===== src/rtl/ddrh_pkg.sv =====
// ddr3 host timing constants, command codes and write phases
package ddrh_pkg;
  // ------------------------------------------------------------
  // clocking
  // ------------------------------------------------------------
  localparam int CLK_PS = 20000; // 50 mhz system clock
  localparam int CK_DIV = 4; // memory clock is clk divided by this
  localparam int CK_PS = CLK_PS * CK_DIV;
  localparam int HALF_CK = CK_DIV / 2; // clk cycles per data beat
  localparam int CK_LAG = CK_DIV - 1; // issue to memory clock rise
  localparam int SYNC_STAGES = 2;
  localparam int TW = 8; // width of every timer

  // round a time in ps up to whole clk cycles, never below one
  function automatic int ps2clk(input int ps);
    int c;
    c = (ps + CLK_PS - 1) / CLK_PS;
    return (c < 1) ? 1 : c;
  endfunction

  function automatic int nck2clk(input int n);
    return n * CK_DIV;
  endfunction

  // ------------------------------------------------------------
  // spacing figures
  // ------------------------------------------------------------
  localparam int MRD_NCK = 4;
  localparam int MOD_PS = 15000;
  localparam int CCD_NCK = 4;
  localparam int RTP_PS = 7500;
  localparam int WTR_PS = 7500;
  localparam int WR_PS = 15000;
  localparam int MPRR_NCK = 1;
  localparam int RRD_NCK = 4;
  localparam int RRD_PS_SLOW = 6000;
  localparam int RRD_PS_FAST = 5000;
  localparam int FAW_PS_1600 = 30000;
  localparam int FAW_PS_1866 = 27000;
  localparam int FAW_PS_2133 = 25000;
  localparam int RP_PS_DEF = 13750; // precharge time, bin dependent
  localparam int RL_DEF = 6;
  localparam int WL_DEF = 5;
  localparam int BL_DEF = 8;
  localparam int NBANK = 8;
  localparam int AP_BIT = 10;

  localparam int MRD_CLK = nck2clk(MRD_NCK);
  localparam int MOD_CLK = ps2clk(MOD_PS);
  localparam int CCD_CLK = nck2clk(CCD_NCK);
  localparam int RTP_CLK = ps2clk(RTP_PS);
  localparam int WTR_CLK = ps2clk(WTR_PS);
  localparam int MPRR_CLK = nck2clk(MPRR_NCK);
  localparam int WR_NCK_DEF = (WR_PS + CK_PS - 1) / CK_PS;

  // ------------------------------------------------------------
  // user operations and pin codes {cs_n, ras_n, cas_n, we_n}
  // ------------------------------------------------------------
  typedef enum logic [2:0] {
    OP_NOP = 3'h0,
    OP_MRS = 3'h1,
    OP_ACT = 3'h2,
    OP_RD = 3'h3,
    OP_WR = 3'h4,
    OP_PRE = 3'h5,
    OP_MPR = 3'h6
  } ddrh_op_t;

  localparam logic [3:0] PIN_DES = 4'hF;
  localparam logic [3:0] PIN_NOP = 4'h7;
  localparam logic [3:0] PIN_MRS = 4'h0;
  localparam logic [3:0] PIN_ACT = 4'h3;
  localparam logic [3:0] PIN_RD = 4'h5;
  localparam logic [3:0] PIN_WR = 4'h4;
  localparam logic [3:0] PIN_PRE = 4'h2;

  // write strobe phases, gray along the path
  typedef enum logic [2:0] {
    W_IDLE = 3'h0,
    W_LAT = 3'h1,
    W_PRE = 3'h3,
    W_DATA = 3'h2,
    W_POST = 3'h6
  } ddrh_wph_t;
endpackage


===== src/rtl/ddrh_ctrl.sv =====
// ddr3 host: command spacing scheduler and data strobe framing
`timescale 1ns/10ps
`default_nettype none
module ddrh_ctrl
  import ddrh_pkg::*;
#(
  parameter int GRADE = 0, // 0: 1600, 1: 1866, 2: 2133
  parameter int RL = RL_DEF,
  parameter int WL = WL_DEF,
  parameter int BL = BL_DEF,
  parameter int WR_NCK = WR_NCK_DEF,
  parameter int RP_PS = RP_PS_DEF,
  parameter int DQ_W = 8
)(
  input wire logic clk,
  input wire logic rst_n,
  input wire logic cmd_valid,
  output logic cmd_ready,
  input wire logic [2:0] cmd_op,
  input wire logic [2:0] cmd_ba,
  input wire logic [15:0] cmd_addr,
  input wire logic [BL*DQ_W-1:0] cmd_wdata,
  output logic rd_valid,
  output logic rd_err,
  output logic [BL*DQ_W-1:0] rd_data,
  output logic rd_window,
  output logic ddr_ck,
  output logic ddr_cs_n,
  output logic ddr_ras_n,
  output logic ddr_cas_n,
  output logic ddr_we_n,
  output logic [2:0] ddr_ba,
  output logic [15:0] ddr_addr,
  output logic dqs_o,
  output logic dqs_oe_n,
  input wire logic dqs_i,
  output logic [DQ_W-1:0] dq_o,
  output logic dq_oe_n,
  input wire logic [DQ_W-1:0] dq_i
);
  // ------------------------------------------------------------
  // derived counts
  // ------------------------------------------------------------
  localparam int DIVW = $clog2(CK_DIV);
  localparam int BW = $clog2(BL);
  localparam int RRD_NS = ps2clk((GRADE == 0) ? RRD_PS_SLOW : RRD_PS_FAST);
  localparam int RRD_CLK = (RRD_NS > nck2clk(RRD_NCK)) ? RRD_NS
                                                       : nck2clk(RRD_NCK);
  localparam int FAW_CLK = ps2clk((GRADE == 0) ? FAW_PS_1600 :
                                  (GRADE == 1) ? FAW_PS_1866 : FAW_PS_2133);
  // recovery runs from the end of write data, so latency and burst count
  localparam int DAL_CLK = nck2clk(WL + BL / 2 + WR_NCK
                                   + (RP_PS + CK_PS - 1) / CK_PS);
  localparam int DATA_AT = CK_LAG + WL * CK_DIV;
  localparam int PRE_AT = DATA_AT - CK_DIV;
  localparam int POST_AT = DATA_AT + BL * HALF_CK;
  localparam int END_AT = POST_AT + HALF_CK;
  localparam int RD_BEG = CK_LAG + (RL - 1) * CK_DIV + SYNC_STAGES;
  localparam int RD_END = CK_LAG + (RL + BL / 2) * CK_DIV + SYNC_STAGES;

  // ------------------------------------------------------------
  // memory clock divider and issue slot
  // ------------------------------------------------------------
  logic [DIVW-1:0] div_q;
  logic phase_ok;

  // a command may only launch just before the memory clock falls
  assign phase_ok = (div_q == DIVW'(CK_DIV - 1));
  assign ddr_ck = div_q[DIVW-1];

  always_ff @(posedge clk)
  begin
    if (!rst_n)
      div_q <= '0;
    else
      div_q <= div_q + DIVW'(1);
  end

  // ------------------------------------------------------------
  // command decode
  // ------------------------------------------------------------
  logic iss;
  logic iss_mrs;
  logic iss_mpr;
  logic iss_act;
  logic iss_rd;
  logic iss_wr;
  logic iss_pre;
  logic auto_pre;
  logic [3:0] pin_sel;

  assign iss = cmd_valid && cmd_ready;
  assign iss_mrs = iss && (cmd_op == OP_MRS);
  assign iss_mpr = iss && (cmd_op == OP_MPR);
  assign iss_act = iss && (cmd_op == OP_ACT);
  assign iss_rd = iss && (cmd_op == OP_RD);
  assign iss_wr = iss && (cmd_op == OP_WR);
  assign iss_pre = iss && (cmd_op == OP_PRE);
  assign auto_pre = cmd_addr[AP_BIT];
  assign pin_sel = (cmd_op == OP_MRS || cmd_op == OP_MPR) ? PIN_MRS :
                   (cmd_op == OP_ACT) ? PIN_ACT :
                   (cmd_op == OP_RD) ? PIN_RD :
                   (cmd_op == OP_WR) ? PIN_WR :
                   (cmd_op == OP_PRE) ? PIN_PRE : PIN_NOP;

  // ------------------------------------------------------------
  // spacing timers, global and per bank
  // ------------------------------------------------------------
  logic mrd_done;
  logic mod_done;
  logic mpr_done;
  logic ccd_done;
  logic rrd_done;
  logic wtr_done;
  logic wr_end;
  logic [NBANK-1:0] rtp_done;
  logic [NBANK-1:0] dal_done;

  // mode register spacing
  ddrh_timer #(.W(TW)) u_mrd (.clk(clk), .rst_n(rst_n),
    .load(iss_mrs || iss_mpr), .value(TW'(MRD_CLK)), .done(mrd_done));
  // settle time before ordinary commands
  ddrh_timer #(.W(TW)) u_mod (.clk(clk), .rst_n(rst_n),
    .load(iss_mrs || iss_mpr), .value(TW'(MOD_CLK)), .done(mod_done));
  // register readout exit clock plus one silent memory clock
  ddrh_timer #(.W(TW)) u_mpr (.clk(clk), .rst_n(rst_n),
    .load(iss_mpr), .value(TW'(MPRR_CLK + CK_DIV)), .done(mpr_done));
  // column to column spacing
  ddrh_timer #(.W(TW)) u_ccd (.clk(clk), .rst_n(rst_n),
    .load(iss_rd || iss_wr), .value(TW'(CCD_CLK)), .done(ccd_done));
  // activate to activate spacing
  ddrh_timer #(.W(TW)) u_rrd (.clk(clk), .rst_n(rst_n),
    .load(iss_act), .value(TW'(RRD_CLK)), .done(rrd_done));
  // end of write data to read
  ddrh_timer #(.W(TW)) u_wtr (.clk(clk), .rst_n(rst_n),
    .load(wr_end), .value(TW'(WTR_CLK)), .done(wtr_done));

  // per bank read-to-precharge and auto precharge reopen timers
  for (genvar b = 0; b < NBANK; b++)
  begin : g_bank
    ddrh_timer #(.W(TW)) u_rtp (.clk(clk), .rst_n(rst_n),
      .load(iss_rd && (cmd_ba == 3'(b))), .value(TW'(RTP_CLK)),
      .done(rtp_done[b]));
    ddrh_timer #(.W(TW)) u_dal (.clk(clk), .rst_n(rst_n),
      .load(iss_wr && auto_pre && (cmd_ba == 3'(b))),
      .value(TW'(DAL_CLK)), .done(dal_done[b]));
  end

  // ------------------------------------------------------------
  // rolling four activate window
  // ------------------------------------------------------------
  logic [TW-1:0] faw_q [4];
  logic faw_ok;

  // fifth activate waits until the oldest of four has aged out
  assign faw_ok = (faw_q[3] == '0);

  always_ff @(posedge clk)
  begin
    for (int i = 0; i < 4; i++)
    begin
      if (!rst_n)
        faw_q[i] <= '0;
      else if (iss_act)
        faw_q[i] <= (i == 0) ? TW'(FAW_CLK - 1) :
                    (faw_q[(i == 0) ? 0 : i-1] != '0) ?
                    faw_q[(i == 0) ? 0 : i-1] - TW'(1) : '0;
      else if (faw_q[i] != '0)
        faw_q[i] <= faw_q[i] - TW'(1);
    end
  end

  // ------------------------------------------------------------
  // admission
  // ------------------------------------------------------------
  logic wr_busy;
  logic rd_busy;
  logic op_ok;
  logic base_ok;

  assign base_ok = mod_done && mpr_done;
  assign op_ok = (cmd_op == OP_NOP) ? 1'b1 :
    (cmd_op == OP_MRS || cmd_op == OP_MPR) ? (mrd_done && mpr_done) :
    (cmd_op == OP_ACT) ? (base_ok && rrd_done && faw_ok &&
                          dal_done[cmd_ba]) :
    (cmd_op == OP_RD) ? (base_ok && ccd_done && wtr_done &&
                         !wr_busy && !rd_busy) :
    (cmd_op == OP_WR) ? (base_ok && ccd_done && !wr_busy && !rd_busy) :
    (cmd_op == OP_PRE) ? (base_ok && rtp_done[cmd_ba]) : 1'b0;
  assign cmd_ready = phase_ok && op_ok;

  // ------------------------------------------------------------
  // command pins, held for one memory clock
  // ------------------------------------------------------------
  logic [3:0] pins_q;
  logic [2:0] ba_q;
  logic [15:0] addr_q;

  assign {ddr_cs_n, ddr_ras_n, ddr_cas_n, ddr_we_n} = pins_q;
  assign ddr_ba = ba_q;
  assign ddr_addr = addr_q;

  always_ff @(posedge clk)
  begin
    if (!rst_n)
    begin
      pins_q <= PIN_DES;
      ba_q <= '0;
      addr_q <= '0;
    end
    else if (phase_ok)
    begin
      pins_q <= iss ? pin_sel : PIN_NOP;
      ba_q <= iss ? cmd_ba : ba_q;
      addr_q <= iss ? cmd_addr : addr_q;
    end
  end

  // ------------------------------------------------------------
  // write strobe and data framing
  // ------------------------------------------------------------
  ddrh_wph_t wph_q;
  ddrh_wph_t wph_d;
  logic [TW-1:0] wcnt_q;
  logic [TW-1:0] wcnt_d;
  logic [TW-1:0] woff;
  logic [BW-1:0] beat;
  logic [BL*DQ_W-1:0] wbuf_q;
  logic drive_d;
  logic dqs_d;

  assign wr_busy = (wph_q != W_IDLE);
  assign wcnt_d = iss_wr ? TW'(1) : wr_busy ? wcnt_q + TW'(1) : '0;
  // phase follows the cycle count since the write launched
  assign wph_d = (wcnt_d == '0) ? W_IDLE :
                 (wcnt_d < TW'(PRE_AT)) ? W_LAT :
                 (wcnt_d < TW'(DATA_AT)) ? W_PRE :
                 (wcnt_d < TW'(POST_AT)) ? W_DATA :
                 (wcnt_d < TW'(END_AT)) ? W_POST : W_IDLE;
  assign wr_end = (wph_q == W_DATA) && (wph_d == W_POST);
  assign woff = wcnt_d - TW'(DATA_AT);
  assign beat = BW'(woff / TW'(HALF_CK));

  // strobe low through preamble and postamble, toggling per beat
  always_comb
  begin
    unique case (wph_d)
      W_PRE: {drive_d, dqs_d} = 2'b10;
      W_DATA: {drive_d, dqs_d} = {1'b1, ~beat[0]};
      W_POST: {drive_d, dqs_d} = 2'b10;
      W_IDLE, W_LAT: {drive_d, dqs_d} = 2'b00;
      default: {drive_d, dqs_d} = 2'b00;
    endcase
  end

  always_ff @(posedge clk)
  begin
    if (!rst_n)
    begin
      wph_q <= W_IDLE;
      wcnt_q <= '0;
      wbuf_q <= '0;
      dqs_o <= 1'b0;
      dqs_oe_n <= 1'b1;
      dq_o <= '0;
      dq_oe_n <= 1'b1;
    end
    else
    begin
      wph_q <= wph_d;
      wcnt_q <= wcnt_d;
      wbuf_q <= iss_wr ? cmd_wdata : wbuf_q;
      dqs_o <= dqs_d;
      dqs_oe_n <= !drive_d;
      dq_o <= (wph_d == W_DATA) ? wbuf_q[beat*DQ_W +: DQ_W] : '0;
      dq_oe_n <= (wph_d != W_DATA);
    end
  end

  // ------------------------------------------------------------
  // read strobe window and capture
  // ------------------------------------------------------------
  logic [TW-1:0] rcnt_q;
  logic [TW-1:0] rcnt_d;
  logic rwin_d;
  logic [2:0] dqs_s;
  logic [DQ_W-1:0] dq_s1;
  logic [DQ_W-1:0] dq_s2;
  logic edge_q;
  logic [BW:0] ecnt_q;
  logic [BW:0] ecnt_d;
  logic [BL*DQ_W-1:0] rbuf_q;
  logic [BL*DQ_W-1:0] rbuf_d;
  logic rd_done;

  assign rd_busy = (rcnt_q != '0);
  assign rcnt_d = iss_rd ? TW'(1) :
                  (rd_busy && rcnt_q < TW'(RD_END)) ? rcnt_q + TW'(1) : '0;
  // window spans strobe drive from rl-1 to release at rl+bl/2
  assign rwin_d = (rcnt_d >= TW'(RD_BEG)) && (rcnt_d < TW'(RD_END));
  assign ecnt_d = !rd_window ? '0 :
                  (dqs_s[1] ^ dqs_s[2]) ? ecnt_q + (BW+1)'(1) : ecnt_q;
  assign rd_done = rd_window && !rwin_d;
  // sample one cycle after each strobe edge, mid beat; the last beat
  // can land in the very cycle the burst closes, so hand over rbuf_d
  assign rbuf_d = edge_q ? {dq_s2, rbuf_q[BL*DQ_W-1:DQ_W]} : rbuf_q;

  // two stage synchronisers on the device driven pins
  always_ff @(posedge clk)
  begin
    dqs_s <= {dqs_s[1:0], dqs_i};
    dq_s1 <= dq_i;
    dq_s2 <= dq_s1;
  end

  always_ff @(posedge clk)
  begin
    if (!rst_n)
    begin
      rcnt_q <= '0;
      rd_window <= 1'b0;
      edge_q <= 1'b0;
      ecnt_q <= '0;
      rbuf_q <= '0;
      rd_valid <= 1'b0;
      rd_err <= 1'b0;
      rd_data <= '0;
    end
    else
    begin
      rcnt_q <= rcnt_d;
      rd_window <= rwin_d;
      edge_q <= rd_window && (dqs_s[1] ^ dqs_s[2]);
      ecnt_q <= ecnt_d;
      rbuf_q <= rbuf_d;
      rd_valid <= rd_done;
      // a burst missing edges means preamble or postamble went wrong
      rd_err <= rd_done && (ecnt_d != (BW+1)'(BL));
      rd_data <= rd_done ? rbuf_d : rd_data;
    end
  end

  // ------------------------------------------------------------
  // checks
  // ------------------------------------------------------------
  logic [7:0] since_mrs_q;
  logic [7:0] since_rd_q;
  logic [7:0] since_wr_q;
  logic [7:0] since_act_q;
  logic [7:0] since_wend_q;
  logic [2:0] rd_ba_q;

  function automatic logic [7:0] sat(input logic [7:0] v);
    return (v == 8'hFF) ? v : v + 8'h01;
  endfunction

  always_ff @(posedge clk)
  begin
    if (!rst_n)
    begin
      since_mrs_q <= 8'hFF;
      since_rd_q <= 8'hFF;
      since_wr_q <= 8'hFF;
      since_act_q <= 8'hFF;
      since_wend_q <= 8'hFF;
      rd_ba_q <= '0;
    end
    else
    begin
      since_mrs_q <= (iss_mrs || iss_mpr) ? 8'h00 : sat(since_mrs_q);
      since_rd_q <= iss_rd ? 8'h00 : sat(since_rd_q);
      since_wr_q <= iss_wr ? 8'h00 : sat(since_wr_q);
      since_act_q <= iss_act ? 8'h00 : sat(since_act_q);
      since_wend_q <= wr_end ? 8'h00 : sat(since_wend_q);
      rd_ba_q <= iss_rd ? cmd_ba : rd_ba_q;
    end
  end
endmodule // ddrh_ctrl
`default_nettype wire


===== src/rtl/ddrh_timer.sv =====
// reloadable down counter that flags when a spacing has elapsed
`timescale 1ns/10ps
`default_nettype none
module ddrh_timer #(
  parameter int W = 8
)(
  input wire logic clk,
  input wire logic rst_n,
  input wire logic load,
  input wire logic [W-1:0] value,
  output logic done
);
  logic [W-1:0] cnt_q;
  logic [W-1:0] cnt_d;

  // load n makes done rise exactly n cycles after the load cycle
  assign cnt_d = load ? (value - W'(1)) :
                 (cnt_q != '0) ? (cnt_q - W'(1)) : cnt_q;
  assign done = (cnt_q == '0);

  always_ff @(posedge clk)
  begin
    if (!rst_n)
      cnt_q <= '0;
    else
      cnt_q <= cnt_d;
  end
endmodule // ddrh_timer
`default_nettype wire


===== config.mk =====
export PLATFORM = sky130hd
export DESIGN_NAME = ddrh_ctrl
export DESIGN_NICKNAME = d
export VERILOG_FILES = /design/src/rtl/ddrh_pkg.sv /design/src/rtl/ddrh_ctrl.sv /design/src/rtl/ddrh_timer.sv
export SDC_FILE = /design/constraint.sdc
export NUM_CORES = 1
export LEC_CHECK = 0
export ABC_AREA = 1
export BUFFER_PORTS_ARGS = -buffer_cell sky130_fd_sc_hd__buf_2
export CORE_MARGIN = 10
export CORE_UTILIZATION = 55
export CTS_CLUSTER_DIAMETER = 60
export DETAILED_ROUTE_END_ITERATION = 8
export PLACE_DENSITY = 0.77
export SKIP_CTS_REPAIR_TIMING = 1
export SYNTH_ARGS = -nofsm -noshare
export SYNTH_HDL_FRONTEND = slang
export SYNTH_SLANG_ARGS = --single-unit

===== constraint.sdc =====
create_clock -name clk -period 4.4 [get_ports clk]
set_input_delay 0.88 -clock clk [delete_from_list [all_inputs] [get_ports clk]]
set_output_delay 0.88 -clock clk [all_outputs]
set_load 0.01 [all_outputs]

==> impl_metrics.yaml <==
run_status:
  status: "finished, final reports clean"
critical_path:
  worst_setup_path_start_kind: "register"
  worstPathRequired_ns: 4.90
  path_class: "register to register"
  end_kind: "register"
  cp.arrival_ns: 4.42
  worstPathMaxFanout: 106
  r2r_slack_ns: 0.48
synth:
  synth_most_common_cell: "nand2_1"
  syn_inst: 2810
  ys_types: 53
  yosys.area.top_type: "dfxtp_1"
  synthArstFlopShare_pct: 0
  ys.warnings.count: 0
  synth_edf_count: 32
  syn-mean-instance-area_sq_um: 7.59
  yosysTopAreaCellShare_pct: 42.2
  synth_area_sq_mm: 0.0213
  ys.flop_type: "dfxtp_1"
  ys_ff_latch: 482
  synth-seq-area-share_pct: 46.7
  synthTopCellsByArea: "dfxtp_1, nand2_1, nor2_1"
  synth_common_cells: "nand2_1, dfxtp_1, nor2_1, a21oi_1, inv_1"
die:
  start_util_pct: 55.5
  dieArea_sq_mm: 0.0471
  die_y_um: 217
  core_sq_mm: 0.0385
  rows: 72
  num_io_pins: 201
  die_w_um: 217
timing:
  setup_slack_ns: 0.484
  slew-limit-headroom_pct: 25.0
  period_needed_ns: 3.92
  finalHoldViolCount: 0
  tightestPinTransition_ns: 1.13
  setup_viol: 0
  fin_crit_sh_pct: 89.0
  timing.setup.tns_ns: 0
  fmax_mhz: 255
  clock_skew_ns: 0.0270
  final_max_slew_viol_count: 0
  rsz0062_at_grt: "no"
placed_design:
  place_congestion: 0.903
  dp_cells: 3439
  io_buffer_count: 200
  dp_hpwl_mm: 35.7
  dp_slack_ns: 0.0966
  placed_area_sq_mm: 0.0227
clocking:
  cts_sinks: 482
  clkLatencyLatePin_ns: 0.62
  cts_tree: "done"
  cts.clk_slew.worst_paths_ns: 0.06
  cts_buffers: 52
  clockBufferDepth: 3
  htree_levels: 2
  ctsRootBufferMaster: "clkbuf_16"
grt:
  grt_first_pass_wirelength_mm: 85.0
  overflow: 0
  antenna_found_initial: 2
  grt_max_degree: 127
  grt_util_all_layers_pct: 21.1
  first_global_vias: 18000
layout:
  design_area_sq_mm: 0.0245
  final_cells: 3537
  layout.nets: 3134
  post_route_cells_drive_above_1_share_pct: 13.3
  final.fill_count: 3261
  syn_to_final_growth_pct: 14.9
pwr:
  max-vdd-ir-drop_mv: 0.428
  p_leak_nw: 10.6
  power.density_mw_per_mm2: 624
  finalPower_w: 0.0153
detailed_routing:
  antenna_left: 0
  wl_per_cell_um: 14.4
  vias_per_cell: 5.21
  wl_mm: 51.0
  firstDrtPassIters: 5
  drc: 0
  num_vias: 18400
  drtIter0Drc: 1397
run:
  drv_cap: 0
worst_hold_path:
  hp-class: "register to register"
[metrics by stage]
stage | hold WS (ns) | utilization, %
after floorplan | 0.310 | -
after global placement | 0.310 | 59.0
after detailed placement | 0.312 | 59.0
after CTS | 0.326 | 63.7
after global routing | 0.330 | 63.7
final | 0.326 | 63.7
[routing by layer]
| layer | GRT usage, % | wire (um) |
|---|---|---|
| met3 | 4.09 | 2850 |
| met5 | 0 | 0 |
| met2 | 36.4 | 24400 |
| met1 | 25.6 | 22300 |
| met4 | 8.18 | 1440 |
[final cells by class]
| class | instances | area [sq um] | area share, % |
|---|---|---|---|
| antenna | 2 | 5.00 | 0.0204 |
| clock buffer | 71 | 1460 | 5.97 |
| clock inverter | 25 | 349 | 1.42 |
| inverter | 299 | 1130 | 4.60 |
| multi-input combinational | 1923 | 9760 | 39.8 |
| sequential | 482 | 9980 | 40.7 |
| tap | 518 | 648 | 2.65 |
| timing repair buffer | 217 | 1170 | 4.77 |
[worst max-delay path, stage by stage, from the launching register on]
cell and delay [ns]:
dfxtp_1 0.31, inv_1 0.07, ha_1 0.22, nand2_1 0.09, nor2_2 0.04, inv_2 0.06
nor2_2 0.03, nand2_1 0.09, nor2_2 0.05, nand2_1 0.25, o21ai_0 0.18, nand2_2 0.13
nand2_2 0.10, nand4_4 0.12, buf_4 0.77, nand2_1 0.23, nand2_1 0.16, nand2_2 0.22
inv_2 0.31, nand2_1 0.09, nand3_1 0.09, nand2_1 0.05, inv_1 0.06, nor2_2 0.04
[layout by cell type (no fill, tap or decap), types with 7 or more instances in the layout]
master	netlist	routed
buf_4	6	15
or3_1	7	7
xor2_1	72	72
nor2_2	24	24
nor4_1	8	8
edfxtp_1	32	32
nand3_1	147	147
buf_2	11	199
nand2_2	8	8
ha_1	61	61
a21oi_1	289	289
clkbuf_1	66	11
dfxtp_1	450	448
o21ai_0	152	152
o22ai_1	12	12
a211oi_1	14	14
clkinv_2	0	8
a31oi_1	7	7
inv_1	278	278
nor2_1	429	429
nand4_1	22	22
clkbuf_8	0	7
xnor2_1	40	40
nand2_1	519	519
or2_2	21	21
inv_2	20	19
nor3_1	42	42
nand3_2	8	7
clkbuf_16	0	53
[sequential cells by signal (all words and copies together) (netlist names), 3 cells and up]
signal              count
rcnt_q                  8
g_bank.u_rtp.cnt_q     64
pins_q                  4
u_mod.cnt_q             8
u_rrd.cnt_q             8
ecnt_q                  4
g_bank.u_dal.cnt_q     64
wcnt_q                  8
ddr_ba                  3
u_mpr.cnt_q             8
faw_q                  32
dq_s2                   8
dq_o                    8
dqs_s                   3
u_wtr.cnt_q             8
u_mrd.cnt_q             8
dq_s1                   8
wbuf_q                 64
rd_data                64
ddr_addr               16
u_ccd.cnt_q             8
wph_q                   3
rbuf_q                 64
[logic make-up (layout without fill, tap and decap cells)]
family | Yosys count | after routing | share of synthesized area, %
XOR/XNOR | 114 | 114 | 4.80
buffers and inverters | 406 | 612 | 7.60
AO/OA/AOI/OAI | 489 | 489 | 12.0
flip-flops | 482 | 482 | 46.7
other | 1 | 4 | 0.0176
multiplexers | 2 | 2 | 0.0939
adder cells (fa/ha/maj) | 61 | 61 | 3.58
AND/OR/NAND/NOR | 1255 | 1255 | 25.2
[final timing paths]
kind         cells after the start      startpoint  endpoint
max                             23  u_mrd.cnt_q[0]   dq_o[2]
min                              0        dq_s1[3]  dq_s2[3]
max reg2reg                     23  u_mrd.cnt_q[0]   dq_o[2]
min reg2reg                      0        dq_s1[3]  dq_s2[3]
[where the power goes]
part | switching, W | internal [W] | leakage [nW]
clock | 0.00185 | 0.00272 | 0.889
sequential | 0.000555 | 0.00527 | 4.04
combinational | 0.00295 | 0.00195 | 5.72
Note: power is estimated with default switching activity, not from simulation.
